$ cat src/logic/out_stage_consts.vh
// Purpose: constants for the output stage control registers
// Assumes: 9-bit registers on a plain address/strobe port
// Notes:   offsets are register indices on the plain port
`ifndef OUT_STAGE_CONSTS_VH
`define OUT_STAGE_CONSTS_VH
`define ADDR_W            7
`define DATA_W            9
`define OFS_PWR1          7'h01
`define OFS_PWR2          7'h02
`define OFS_PWR3          7'h03
`define OFS_ADDCTL        7'h07
`define OFS_BEEP          7'h2B
`define OFS_OUTCTL        7'h31
`define OFS_LSPK          7'h36
`define OFS_RSPK          7'h37
`define OFS_LLMIX         7'h38
`define OFS_RLMIX         7'h39
`define RST_ZERO          9'h000
`define RST_SPK_VOL       6'h39
`define RST_LLMIX         9'h001
`define RST_RLMIX         9'h001
`define BIT_VU            8
`define BIT_ZC            7
`define BIT_MUTE          6
`define VOL_HI            5
`define BIT_SLOWCLK       0
`define BIT_SPEAKER_BOOST_SEL      2
`define BIT_LLBOOST       3
`define BIT_RLBOOST       4
`define BIT_LDACPOL       5
`define BIT_RDACPOL       6
`define MASK_PWR1         9'h1C4
`define MASK_PWR2         9'h1C0
`define MASK_PWR3         9'h06C
`define MASK_ADDCTL       9'h001
`define MASK_BEEP         9'h03F
`define MASK_OUTCTL       9'h07C
`define MASK_LLMIX        9'h04F
`define MASK_RLMIX        9'h07B
`define PEND_HI           7
`define BIT_BEEP_INPUT_EN        0
`define BEEP_HI           3
`define BEEP_LO           1
`define BIT_INVROUT       4
`define BIT_INVMUTE       5
`define BIT_HALF          5
`define SRC_HI            3
`define RSRC_HI           4
`define RSRC_MID          3
`define RSRC_LO           1
`define RST_SRC           4'h1
`define BIT_TIEOFF        2
`define BIT_LLMIXEN       6
`define BIT_RLMIXEN       7
`define BIT_LVLSHIFT      8
`define BIT_SLEEP         6
`define BIT_LHP           7
`define BIT_RHP           8
`define BIT_LEFT_OUTPUT_MIXER_EN        2
`define BIT_RIGHT_OUTPUT_MIXER_EN        3
`define BIT_RSPKEN        5
`define BIT_LSPKEN        6
`define TIMEOUT_LOG2      21
`define TMO_W             22
`endif

$ cat src/logic/output_stage_control_regs.v
// Purpose: control registers for the analogue output section
// Assumes: one clock, speaker sign inputs are asynchronous and pass a two-flop synchroniser
// Notes:   decoded controls go to the analogue stages straight from flops
//
// Overview of operation
// - speaker volumes stay pending until update bit written; then both arm together
// - zero-cross enable set applies gain at zero crossing, else immediately
// - right speaker mute bit drives only the DC level
// - right speaker volume 6 bits, reset 111001 meaning 0dB
// - speaker boost select picks inverting x1 or non-inverting x1.5
// - beep enable passes aux input; 3-bit beep gain -15dB to +6dB
// - beep register bit 4 inverts right speaker, bit 5 mutes inverter main input
// - zero-cross timeout applies pending gain after 2^21 clocks with slow clock on
// - slow clock enable defaults 0 and clocks the zero-cross timeout
// - left line mixer sums selected sources, bit 0 resets to 1
// - line mixer bit 6 mutes stage and drives mid rail reference
// - right line mixer sums selected sources, bit 0 resets to 1
// - right line mixer bit 5 attenuates output by 6dB
// - output control bits 3 and 4 select line output boost
// - unboosted stage inverts; right speaker beep inverter adds one more
// - DAC polarity bits invert the corresponding DAC output
// - every output and mixer enable resets to 0
// - power one holds tie-off, line mixer and level-shift enables
// - power two sleep and headphones; power three mixers and speakers
// - left speaker volume register mirrors the right one
`timescale 1ns/1ns
`include "out_stage_consts.vh"
module output_stage_control_regs (
  input  wire                  clk_i,
  input  wire                  rst_n_i,
  input  wire                  clk_en_i,
  input  wire [`ADDR_W-1:0]    addr_i,
  input  wire [`DATA_W-1:0]    wdata_i,
  input  wire                  wr_i,
  input  wire                  rd_i,
  output reg  [`DATA_W-1:0]    rdata_o,
  input  wire                  left_speaker_sign_i,
  input  wire                  right_speaker_sign_i,
  output reg  [5:0]            left_speaker_gain_o,
  output reg  [5:0]            right_speaker_gain_o,
  output reg                   left_speaker_mute_o,
  output reg                   right_speaker_mute_o,
  output reg                   speaker_boost_sel_o,
  output reg                   left_line_boost_sel_o,
  output reg                   right_line_boost_sel_o,
  output reg                   left_speaker_invert_o,
  output reg                   right_speaker_invert_o,
  output reg                   left_line_invert_o,
  output reg                   right_line_invert_o,
  output reg                   left_dac_polarity_o,
  output reg                   right_dac_polarity_o,
  output reg                   beep_input_en_o,
  output reg  [2:0]            beep_gain_o,
  output reg                   inverter_main_input_mute_o,
  output reg                   slow_clock_en_o,
  output reg  [3:0]            left_line_sources_o,
  output reg  [3:0]            right_line_sources_o,
  output reg                   left_line_mute_o,
  output reg                   right_line_mute_o,
  output reg                   right_line_attenuate_o,
  output reg                   tie_off_buffer_en_o,
  output reg                   left_line_mixer_en_o,
  output reg                   right_line_mixer_en_o,
  output reg                   level_shift_buffer_en_o,
  output reg                   sleep_o,
  output reg                   left_headphone_en_o,
  output reg                   right_headphone_en_o,
  output reg                   left_output_mixer_en_o,
  output reg                   right_output_mixer_en_o,
  output reg                   right_speaker_en_o,
  output reg                   left_speaker_en_o
);

////////////////////////////////////////////////////////////////////////////////
// register storage
reg  [`DATA_W-1:0] pwr1_r;
reg  [`DATA_W-1:0] pwr2_r;
reg  [`DATA_W-1:0] pwr3_r;
reg  [`DATA_W-1:0] addctl_r;
reg  [`DATA_W-1:0] beep_r;
reg  [`DATA_W-1:0] outctl_r;
reg  [`DATA_W-1:0] llmix_r;
reg  [`DATA_W-1:0] rlmix_r;
reg  [7:0]         spk_pend_r [0:1];
reg  [1:0]         spk_armed_r;
reg  [1:0]         sign_s1_r;
reg  [1:0]         sign_s2_r;
reg  [1:0]         sign_prev_r;
reg  [`TMO_W-1:0]  tmo_cnt_r [0:1];
reg  [5:0]         gain_r [0:1];

function hit;
  input [`ADDR_W-1:0] a;
  input [`ADDR_W-1:0] ofs;
  begin
    hit = wr_i && (a == ofs);
  end
endfunction

wire wr_lspk   = hit(addr_i, `OFS_LSPK);
wire wr_rspk   = hit(addr_i, `OFS_RSPK);
wire wr_pwr1   = hit(addr_i, `OFS_PWR1);
wire wr_pwr2   = hit(addr_i, `OFS_PWR2);
wire wr_pwr3   = hit(addr_i, `OFS_PWR3);
wire wr_addctl = hit(addr_i, `OFS_ADDCTL);
wire wr_beep   = hit(addr_i, `OFS_BEEP);
wire wr_outctl = hit(addr_i, `OFS_OUTCTL);
wire wr_llmix  = hit(addr_i, `OFS_LLMIX);
wire wr_rlmix  = hit(addr_i, `OFS_RLMIX);
wire vu_hit    = (wr_lspk | wr_rspk) & wdata_i[`BIT_VU];

////////////////////////////////////////////////////////////////////////////////
// plain registers, reserved bits masked off
always @(posedge clk_i or negedge rst_n_i) begin
  if (!rst_n_i)
    pwr1_r <= `RST_ZERO;
  else if (clk_en_i && wr_pwr1)
    pwr1_r <= wdata_i & `MASK_PWR1;
end

always @(posedge clk_i or negedge rst_n_i) begin
  if (!rst_n_i)
    pwr2_r <= `RST_ZERO;
  else if (clk_en_i && wr_pwr2)
    pwr2_r <= wdata_i & `MASK_PWR2;
end

always @(posedge clk_i or negedge rst_n_i) begin
  if (!rst_n_i)
    pwr3_r <= `RST_ZERO;
  else if (clk_en_i && wr_pwr3)
    pwr3_r <= wdata_i & `MASK_PWR3;
end

always @(posedge clk_i or negedge rst_n_i) begin
  if (!rst_n_i)
    addctl_r <= `RST_ZERO;
  else if (clk_en_i && wr_addctl)
    addctl_r <= wdata_i & `MASK_ADDCTL;
end

always @(posedge clk_i or negedge rst_n_i) begin
  if (!rst_n_i)
    beep_r <= `RST_ZERO;
  else if (clk_en_i && wr_beep)
    beep_r <= wdata_i & `MASK_BEEP;
end

always @(posedge clk_i or negedge rst_n_i) begin
  if (!rst_n_i)
    outctl_r <= `RST_ZERO;
  else if (clk_en_i && wr_outctl)
    outctl_r <= wdata_i & `MASK_OUTCTL;
end

always @(posedge clk_i or negedge rst_n_i) begin
  if (!rst_n_i)
    llmix_r <= `RST_LLMIX;
  else if (clk_en_i && wr_llmix)
    llmix_r <= wdata_i & `MASK_LLMIX;
end

always @(posedge clk_i or negedge rst_n_i) begin
  if (!rst_n_i)
    rlmix_r <= `RST_RLMIX;
  else if (clk_en_i && wr_rlmix)
    rlmix_r <= wdata_i & `MASK_RLMIX;
end

////////////////////////////////////////////////////////////////////////////////
// speaker volume: pending value, arm on update, apply at zero cross or timeout
genvar g;
generate
  for (g = 0; g < 2; g = g + 1) begin : spk
    wire wr_me   = (g == 0) ? wr_lspk : wr_rspk;
    wire zc_en   = spk_pend_r[g][`BIT_ZC];
    wire crossed = sign_s2_r[g] ^ sign_prev_r[g];
    wire tmo_hit = addctl_r[`BIT_SLOWCLK] & tmo_cnt_r[g][`TIMEOUT_LOG2];
    always @(posedge clk_i or negedge rst_n_i) begin
      if (!rst_n_i) begin
        spk_pend_r[g]  <= {2'h0, `RST_SPK_VOL};
        spk_armed_r[g] <= 1'b0;
        tmo_cnt_r[g]   <= {`TMO_W{1'b0}};
        gain_r[g]      <= `RST_SPK_VOL;
      end else if (clk_en_i) begin
        if (wr_me)
          spk_pend_r[g] <= wdata_i[`PEND_HI:0];
        if (vu_hit) begin
          spk_armed_r[g] <= 1'b1;
          tmo_cnt_r[g]   <= {`TMO_W{1'b0}};
        end else if (spk_armed_r[g]) begin
          if (!zc_en || crossed || tmo_hit) begin
            gain_r[g]      <= spk_pend_r[g][`VOL_HI:0];
            spk_armed_r[g] <= 1'b0;
          end else if (addctl_r[`BIT_SLOWCLK]) begin
            tmo_cnt_r[g] <= tmo_cnt_r[g] + 1'b1;
          end
        end
      end
    end
  end
endgenerate

////////////////////////////////////////////////////////////////////////////////
// sign inputs come from the analogue side, synchronised first
always @(posedge clk_i or negedge rst_n_i) begin
  if (!rst_n_i) begin
    sign_s1_r   <= 2'h0;
    sign_s2_r   <= 2'h0;
    sign_prev_r <= 2'h0;
  end else if (clk_en_i) begin
    sign_s1_r   <= {right_speaker_sign_i, left_speaker_sign_i};
    sign_s2_r   <= sign_s1_r;
    sign_prev_r <= sign_s2_r;
  end
end

////////////////////////////////////////////////////////////////////////////////
// read port, data one cycle after the strobe, unmapped reads zero
reg [`DATA_W-1:0] rd_nxt;
always @* begin
  case (addr_i)
    `OFS_PWR1:   rd_nxt = pwr1_r;
    `OFS_PWR2:   rd_nxt = pwr2_r;
    `OFS_PWR3:   rd_nxt = pwr3_r;
    `OFS_ADDCTL: rd_nxt = addctl_r;
    `OFS_BEEP:   rd_nxt = beep_r;
    `OFS_OUTCTL: rd_nxt = outctl_r;
    `OFS_LSPK:   rd_nxt = {1'b0, spk_pend_r[0]};
    `OFS_RSPK:   rd_nxt = {1'b0, spk_pend_r[1]};
    `OFS_LLMIX:  rd_nxt = llmix_r;
    `OFS_RLMIX:  rd_nxt = rlmix_r;
    default:     rd_nxt = `RST_ZERO;
  endcase
end

// read data register, holds until the next read
always @(posedge clk_i or negedge rst_n_i) begin
  if (!rst_n_i)
    rdata_o <= `RST_ZERO;
  else if (clk_en_i && rd_i)
    rdata_o <= rd_nxt;
end

////////////////////////////////////////////////////////////////////////////////
// decoded controls, all outputs registered
always @(posedge clk_i or negedge rst_n_i) begin
  if (!rst_n_i) begin
    left_speaker_gain_o        <= `RST_SPK_VOL;
    right_speaker_gain_o       <= `RST_SPK_VOL;
    left_speaker_mute_o        <= 1'b0;
    right_speaker_mute_o       <= 1'b0;
    speaker_boost_sel_o        <= 1'b0;
    left_line_boost_sel_o      <= 1'b0;
    right_line_boost_sel_o     <= 1'b0;
    left_speaker_invert_o      <= 1'b1;
    right_speaker_invert_o     <= 1'b1;
    left_line_invert_o         <= 1'b1;
    right_line_invert_o        <= 1'b1;
    left_dac_polarity_o        <= 1'b0;
    right_dac_polarity_o       <= 1'b0;
    beep_input_en_o            <= 1'b0;
    beep_gain_o                <= 3'h0;
    inverter_main_input_mute_o <= 1'b0;
    slow_clock_en_o            <= 1'b0;
    left_line_sources_o        <= `RST_SRC;
    right_line_sources_o       <= `RST_SRC;
    left_line_mute_o           <= 1'b0;
    right_line_mute_o          <= 1'b0;
    right_line_attenuate_o     <= 1'b0;
    tie_off_buffer_en_o        <= 1'b0;
    left_line_mixer_en_o       <= 1'b0;
    right_line_mixer_en_o      <= 1'b0;
    level_shift_buffer_en_o    <= 1'b0;
    sleep_o                    <= 1'b0;
    left_headphone_en_o        <= 1'b0;
    right_headphone_en_o       <= 1'b0;
    left_output_mixer_en_o     <= 1'b0;
    right_output_mixer_en_o    <= 1'b0;
    right_speaker_en_o         <= 1'b0;
    left_speaker_en_o          <= 1'b0;
  end else if (clk_en_i) begin
    left_speaker_gain_o        <= gain_r[0];
    right_speaker_gain_o       <= gain_r[1];
    left_speaker_mute_o        <= spk_pend_r[0][`BIT_MUTE];
    right_speaker_mute_o       <= spk_pend_r[1][`BIT_MUTE];
    speaker_boost_sel_o        <= outctl_r[`BIT_SPEAKER_BOOST_SEL];
    left_line_boost_sel_o      <= outctl_r[`BIT_LLBOOST];
    right_line_boost_sel_o     <= outctl_r[`BIT_RLBOOST];
    // output stage inversion: unboosted inverts, right speaker beep inverter adds one
    left_speaker_invert_o      <= ~outctl_r[`BIT_SPEAKER_BOOST_SEL];
    right_speaker_invert_o     <= ~outctl_r[`BIT_SPEAKER_BOOST_SEL] ^ beep_r[`BIT_INVROUT];
    left_line_invert_o         <= ~outctl_r[`BIT_LLBOOST];
    right_line_invert_o        <= ~outctl_r[`BIT_RLBOOST];
    left_dac_polarity_o        <= outctl_r[`BIT_LDACPOL];
    right_dac_polarity_o       <= outctl_r[`BIT_RDACPOL];
    beep_input_en_o            <= beep_r[`BIT_BEEP_INPUT_EN];
    beep_gain_o                <= beep_r[`BEEP_HI:`BEEP_LO];
    inverter_main_input_mute_o <= beep_r[`BIT_INVMUTE];
    slow_clock_en_o            <= addctl_r[`BIT_SLOWCLK];
    left_line_sources_o        <= llmix_r[`SRC_HI:0];
    right_line_sources_o       <= {rlmix_r[`RSRC_HI:`RSRC_MID], rlmix_r[`RSRC_LO:0]};
    left_line_mute_o           <= llmix_r[`BIT_MUTE];
    right_line_mute_o          <= rlmix_r[`BIT_MUTE];
    right_line_attenuate_o     <= rlmix_r[`BIT_HALF];
    tie_off_buffer_en_o        <= pwr1_r[`BIT_TIEOFF];
    left_line_mixer_en_o       <= pwr1_r[`BIT_LLMIXEN];
    right_line_mixer_en_o      <= pwr1_r[`BIT_RLMIXEN];
    level_shift_buffer_en_o    <= pwr1_r[`BIT_LVLSHIFT];
    sleep_o                    <= pwr2_r[`BIT_SLEEP];
    left_headphone_en_o        <= pwr2_r[`BIT_LHP];
    right_headphone_en_o       <= pwr2_r[`BIT_RHP];
    left_output_mixer_en_o     <= pwr3_r[`BIT_LEFT_OUTPUT_MIXER_EN];
    right_output_mixer_en_o    <= pwr3_r[`BIT_RIGHT_OUTPUT_MIXER_EN];
    right_speaker_en_o         <= pwr3_r[`BIT_RSPKEN];
    left_speaker_en_o          <= pwr3_r[`BIT_LSPKEN];
  end
end

endmodule

$ cat config.mk
export PLATFORM = sky130hd
export DESIGN_NAME = output_stage_control_regs
export DESIGN_NICKNAME = d
export VERILOG_FILES = /design/src/logic/output_stage_control_regs.v
export VERILOG_INCLUDE_DIRS = /design/src /design/src/logic
export SDC_FILE = /design/constraint.sdc
export NUM_CORES = 1
export LEC_CHECK = 0
export BUFFER_PORTS_ARGS = -buffer_cell sky130_fd_sc_hd__buf_2
export CAP_MARGIN = 10
export CORE_MARGIN = 2
export CORE_UTILIZATION = 59
export CTS_CLUSTER_DIAMETER = 50
export DETAILED_ROUTE_END_ITERATION = 16
export PLACE_DENSITY = 0.84
export RECOVER_POWER = 100
export SYNTH_ARGS = -nofsm -noshare
export SYNTH_HDL_FRONTEND = slang
export SYNTH_SLANG_ARGS = --single-unit
$ cat constraint.sdc
create_clock -name clk_i -period 2.3 [get_ports clk_i]
set_input_delay 0.345 -clock clk_i [delete_from_list [all_inputs] [get_ports clk_i]]
set_output_delay 0.345 -clock clk_i [all_outputs]
set_load 0.1 [all_outputs]
==> impl_metrics.json, run 1 <==
{
  "status": "completed",
  "yosysWarnings": 0,
  "fp.dieH_um": 120,
  "path_class": "in2reg",
  "fmax_ghz": 0.491,
  "path_clk_slew_ns": 0.07,
  "die_area_mm2": 0.0145,
  "drtIter0Drc": 633,
  "area_growth_pct": 14.9,
  "cts_setup_buffers": 0,
  "htree_levels": 4,
  "cts_buffers": 17,
  "ioPinCount": 83,
  "final.period_utilization_pct": 88.6,
  "die_w_um": 120,
  "ys.flop_type": "dfrtp_1",
  "grt_max_degree": 64,
  "ys_seq_elements": 174,
  "worstSetupStartpointType": "input pin",
  "max_cap_viol_count": 0,
  "syn-num-nets": 672,
  "synth-edff-count": 0,
  "post-dp-hpwl_um": 13700,
  "leakage_nw": 4.16,
  "routed_via_density": 6.20,
  "finalHoldViolations": 0,
  "post_dp_cell_area_mm2": 0.00868,
  "row_count": 42,
  "switching_power_mw": 1.96,
  "finalHoldWorstSlack_ns": 0.158,
  "relSlewSlack_pct": 2.80,
  "ys_async_sr_fraction_pct": 100,
  "rsz0062_at_grt": "no",
  "finalInstanceArea_mm2": 0.00916,
  "synth.cell_area_mm2": 0.00797,
  "drc_errors": 0,
  "fin_crit_ns": 2.04,
  "final_nets": 771,
  "tightest_slew_ns": 1.46,
  "syn_inst": 647,
  "grt_util_all_layers_pct": 28.5,
  "yosysSeqAreaShare_pct": 55.1,
  "setup_tns_ns": 0,
  "power_mw": 7.27,
  "share_comb_of_total_power_pct": 10.7,
  "grt_antenna_before_repair": 0,
  "routed_wl_um": 19700,
  "power.density_mw_per_mm2": 793,
  "post_drt_wl_per_cell_um": 21.1,
  "clock_latency_ns": 0.42,
  "num_vias": 5796,
  "gp_congestion": 0.942,
  "globalRoute.totalOverflow": 0,
  "clock_skew_ns": 0.00840,
  "peakVddDrop_uv": 694,
  "power_frac_clock_pct": 44.2,
  "io_buffers": 82,
  "endpoint_kind": "flop",
  "setup_viol": 0,
  "crit_required_ns": 2.61,
  "crit_arrival_ns": 2.34,
  "clock_sinks": 174,
  "worst_hold_path_type": "in2reg",
  "whs_path_depth": 2,
  "core_region_area_mm2": 0.0132,
  "grt_pass1_wl_um": 31800,
  "grt_pass1_vias": 5996,
  "synth_area_per_cell_um2": 12.3,
  "fillers": 972,
  "cts_tree": "yes",
  "netlist-cell-type-count": 71,
  "drtAntennaViolNets": 0,
  "cts-root-buf": "clkbuf_16",
  "drv_slew": 0,
  "switching_share_pct": 27.0,
  "ff2ff_path_depth": 7,
  "p_int_mw": 5.31,
  "drtPass1Iterations": 6,
  "start_util_pct": 60.2,
  "seqPwrFrac_pct": 45.1,
  "clockBufferDepth": 2,
  "crit_fanout": 12,
  "final_layout_size_suffix_gt1_share_pct": 29.5,
  "num_antenna_cells": 0
}
cell usage in the layout (no fill, tap or decap), types with 19 or more instances in the layout:
cell type and count:
dfstp_2 32, nor2_1 41, dfrtp_1 142, buf_2 19, xnor2_1 19, clkbuf_2 19
nand2_1 41, clkbuf_1 55, nand3_1 19, mux2_1 28, mux2_2 90
power by group through the flow:
stage / Clock, mW / Combinational [mW] / Sequential [mW]
floorplan: 0 / 0.213 / 3.67
global placement: 0 / 0.784 / 3.32
detailed placement: 0 / 0.797 / 3.33
CTS: 3.25 / 0.804 / 3.28
global route: 3.36 / 0.819 / 3.29
finish: 3.21 / 0.777 / 3.28
sequential cells by signal, summed over array words and instances, names as in the netlist, 3 cells and up:
register,flops
tmo_cnt_r,44
pwr1_r,4
outctl_r,5
rdata_o,9
beep_r,6
beep_gain_o,3
right_line_sources_o,4
llmix_r,5
spk_pend_r,14
gain_r,12
pwr3_r,4
left_speaker_gain_o,6
rlmix_r,6
pwr2_r,3
left_line_sources_o,4
right_speaker_gain_o,6
what timing repair did:
item                      CTS  global route
hold buffers                1             0
resized for setup           0             0
hold endpoints to repair   37             0
kinds of logic after synthesis:
family / Yosys count / synth area share [%]
mux: 123 / 17.9
fa+ha+maj: 3 / 0.439
compound gates: 89 / 7.53
xor+xnor: 22 / 2.42
buf+inv: 43 / 2.39
flops: 174 / 55.1
simple gates: 193 / 14.2
metrics by stage:
| stage | utilization [%] | setup WS [ns] | instances |
|---|---|---|---|
| 3_5_place_dp | 65.5 | 0.244 | 902 |
| 2_1_floorplan | - | 0.456 | 647 |
| 4_1_cts | 70.6 | 0.322 | 935 |
| 6_report | 69.2 | 0.262 | 935 |
| 5_1_grt | 69.2 | 0.108 | 935 |
| 3_3_place_gp | 65.5 | 0.291 | 902 |
metal layers:
layer  track usage (%)  vias up  wire, um
met1              38.2     2957      8390
met4              8.14        0       285
met2              47.4      245      9860
met5                 0        -         0
met3              5.94       24      1150
li1                  -     2570         -
path summary, 6_finish.rpt:
path | slack, ns | startpoint | end
worst max-delay path | 0.26 | clk_en_i | spk[0].zc_en$_DFFE_PN0P_
worst min-delay path | 0.16 | left_speaker_sign_i | sign_s1_r[0]$_DFFE_PN0P_
max in group asynchronous | 0.42 | rst_n_i | outctl_r[2]$_DFFE_PN0P_
worst max register to register | 0.27 | addctl_r[0]$_DFFE_PN0P_ | tmo_cnt_r[5]$_DFFE_PN0P_
min in group asynchronous | 0.47 | rst_n_i | tmo_cnt_r[35]$_DFFE_PN0P_
worst min register to register | 0.48 | tmo_cnt_r[17]$_DFFE_PN0P_ | tmo_cnt_r[17]$_DFFE_PN0P_
worst max-delay path: stages:
cell and delay [ns]:
clkbuf_1 0.36, nand2_1 0.29, nor4_2 0.92, mux2_2 0.42
Yosys cell counts (4+ instances only):
master      n  area (um^2)
dfrtp_1   142         3550
mux2_2     91         1020
nand2_1    41          154
nor2_1     41          154
dfstp_2    32          841
nand3_1    19         95.1
xnor2_1    19          166
a31oi_1    17          106
mux2_1     17          191
a21oi_1    16         80.1
clkbuf_1   14         52.6
nand4_1    14         87.6
inv_1      13         48.8
mux2_4     12          180
nor3_1     11         55.1
nor4_1     10         62.6
and3_1      9         56.3
o21ai_1     9         45.0
o21ai_0     8         40.0
buf_2       7         35.0
a211oi_1    5         37.5
a22oi_1     5         37.5
a32oi_1     5         43.8
and4_1      5         43.8
and2_1      4         25.0
buf_1       4         15.0
cell type report:
class	count	area (um^2)	area share, %
repair buffers	109	527	5.75
clock inverters	14	229	2.50
flip-flops and latches	174	4390	48.0
multi-input cells	430	3310	36.1
clock buffers	18	429	4.69
inverters	14	52.6	0.574
well taps	176	220	2.40
Note: power is estimated with default switching activity, not from simulation.
==> inputs of run 2 (changes only) <==
CORE_ASPECT_RATIO = 1.25   (was unset)
==> run 2 against run 1 <==
  * Largest cell class unchanged
  * Worst setup slack lost 0.098 ns
  * Sequential share of layout area grew 0.32 points
  * Critical path depth up 1
  * Critical path type is now reg2reg
  * Maximum frequency is 4.6% lower
  * Non-clock buffer count rose by 2
  * Cell area decreased by 0.67%
  * Highest routed layer unchanged
==> impl_metrics.json, run 2 (synthesized netlist as in run 1, its figures left out) <==
{
  "clock_skew_ns": 0.00972,
  "grt_max_degree": 51,
  "worstSetupStartpointType": "flop",
  "routed_via_density": 6.13,
  "crit_fanout": 10,
  "crit_chain": "xnor2_1, nand4_1, clkbuf_1, nand2b_1, a31oi_1",
  "grt_antenna_before_repair": 0,
  "start_util_pct": 60.3,
  "max_cap_viol_count": 0,
  "num_antenna_cells": 0,
  "die_area_mm2": 0.0145,
  "htree_levels": 4,
  "drv_slew": 0,
  "setup_ws_ns": 0.165,
  "cpPeakStageDelay_ns": 0.43,
  "final.period_utilization_pct": 92.8,
  "fin_crit_ns": 2.14,
  "post-dp-hpwl_um": 14200,
  "io_buffers": 82,
  "final_nets": 773,
  "row_count": 47,
  "crit_required_ns": 2.59,
  "routed_wl_um": 19600,
  "cts-root-buf": "clkbuf_16",
  "finalHoldWorstSlack_ns": 0.138,
  "final_layout_size_suffix_gt1_share_pct": 29.3,
  "clock_latency_ns": 0.44,
  "drtPass1Iterations": 5,
  "final_common_cell": "dfrtp_1",
  "largest_register_ffs": 44,
  "layout_common_cells": "dfrtp_1 (142), mux2_2 (92), clkbuf_1 (59)",
  "ioPinCount": 83,
  "cts_resized": 0,
  "status": "completed",
  "power.density_mw_per_mm2": 759,
  "relSlewSlack_pct": 18.9,
  "grt_util_all_layers_pct": 28.5,
  "num_vias": 5710,
  "grt_pass1_vias": 5855,
  "area_growth_pct": 14.1,
  "cts_buffers": 17,
  "cts_tree": "yes",
  "pre_cts_slack_ns": 0.146,
  "drc_errors": 0,
  "path_clk_slew_ns": 0.07,
  "path_class": "reg2reg",
  "crit_buf_inv": 1,
  "leakage_nw": 4.11,
  "power_mw": 6.91,
  "slowest_stage": "nand4_1",
  "rsz0062_at_grt": "no",
  "gp_congestion": 0.902,
  "cp_top_family": "simple AND/OR/NAND/NOR gates",
  "grt_pass1_wl_um": 31100,
  "worst_hold_path_type": "in2reg",
  "clockBufferDepth": 2,
  "die_w_um": 108,
  "peakVddDrop_uv": 530,
  "post_drt_wl_per_cell_um": 21.0,
  "reg2reg_slack_ns": 0.16,
  "fp.dieH_um": 134,
  "setup_tns_ns": 0,
  "endpoint_kind": "flop",
  "globalRoute.totalOverflow": 0,
  "finalHoldViolations": 0,
  "tightest_slew_ns": 1.22,
  "reg_top3": "tmo_cnt_r (44), spk_pend_r (14), gain_r (12)",
  "setup_viol": 0,
  "regMostFlops": "tmo_cnt_r",
  "fmax_ghz": 0.468,
  "core_region_area_mm2": 0.0132,
  "drtIter0Drc": 374,
  "crit_arrival_ns": 2.42,
  "clock_sinks": 174,
  "drtAntennaViolNets": 0
}
==> run 2: cell type report <==
type,instances,area (um^2)
sequential,174,4390
fill,1029,4130
multi-input combinational,430,3300
timing repair buffer,111,559
clock buffer,19,433
tap,171,214
clock inverter,13,148
inverter,14,52.6
==> run 2: worst register-to-register path, cell delays in order, from the launching register on <==
cell	delay (ns)
dfrtp_1	0.41
xnor2_1	0.31
nand4_1	0.43
clkbuf_1	0.29
nand2b_1	0.37
a31oi_1	0.18
==> run 2: final timing paths <==
check                                               start                             end  depth (start not counted)
max                              sign_s2_r[1]$_DFFE_PN0P_        tmo_cnt_r[5]$_DFFE_PN0P_                          5
min                                  right_speaker_sign_i        sign_s1_r[1]$_DFFE_PN0P_                          2
min in group asynchronous                         rst_n_i        sign_s1_r[1]$_DFFE_PN0P_                          2
min reg2reg                left_line_invert_o$_DFFE_PN1P_  left_line_invert_o$_DFFE_PN1P_                          2
max in group asynchronous                         rst_n_i       tmo_cnt_r[36]$_DFFE_PN0P_                          3
max reg2reg                      sign_s2_r[1]$_DFFE_PN0P_        tmo_cnt_r[5]$_DFFE_PN0P_                          5
==> run 2: stage by stage <==
stage               instances  area (um^2)  utilization (%)
finish                    932         9100             68.8
global route              932         9100             68.8
CTS                       929         9270             70.1
detailed placement        896         8680             65.6
global placement          896         8680             65.6
floorplan                 647         7970                -
==> run 2: per-layer routing <==
layer	routed length [um]	GRT usage (%)
met5	0	0
met4	770	13.8
met3	776	4.47
met2	10100	48.5
met1	7970	35.3
==> run 2: power breakdown <==
part	internal (mW)	switching [mW]	total [mW]
clock network	1.54	1.31	2.85
logic	0.170	0.617	0.787
registers	3.18	0.0899	3.27
==> run 2: timing repair <==
| action | CTS | global route |
|---|---|---|
| setup buffers | 0 | 3 |
| hold endpoints to repair | 30 | 0 |
| endpoints found under the setup margin | 0 | 2 |
| hold buffers | 1 | 0 |
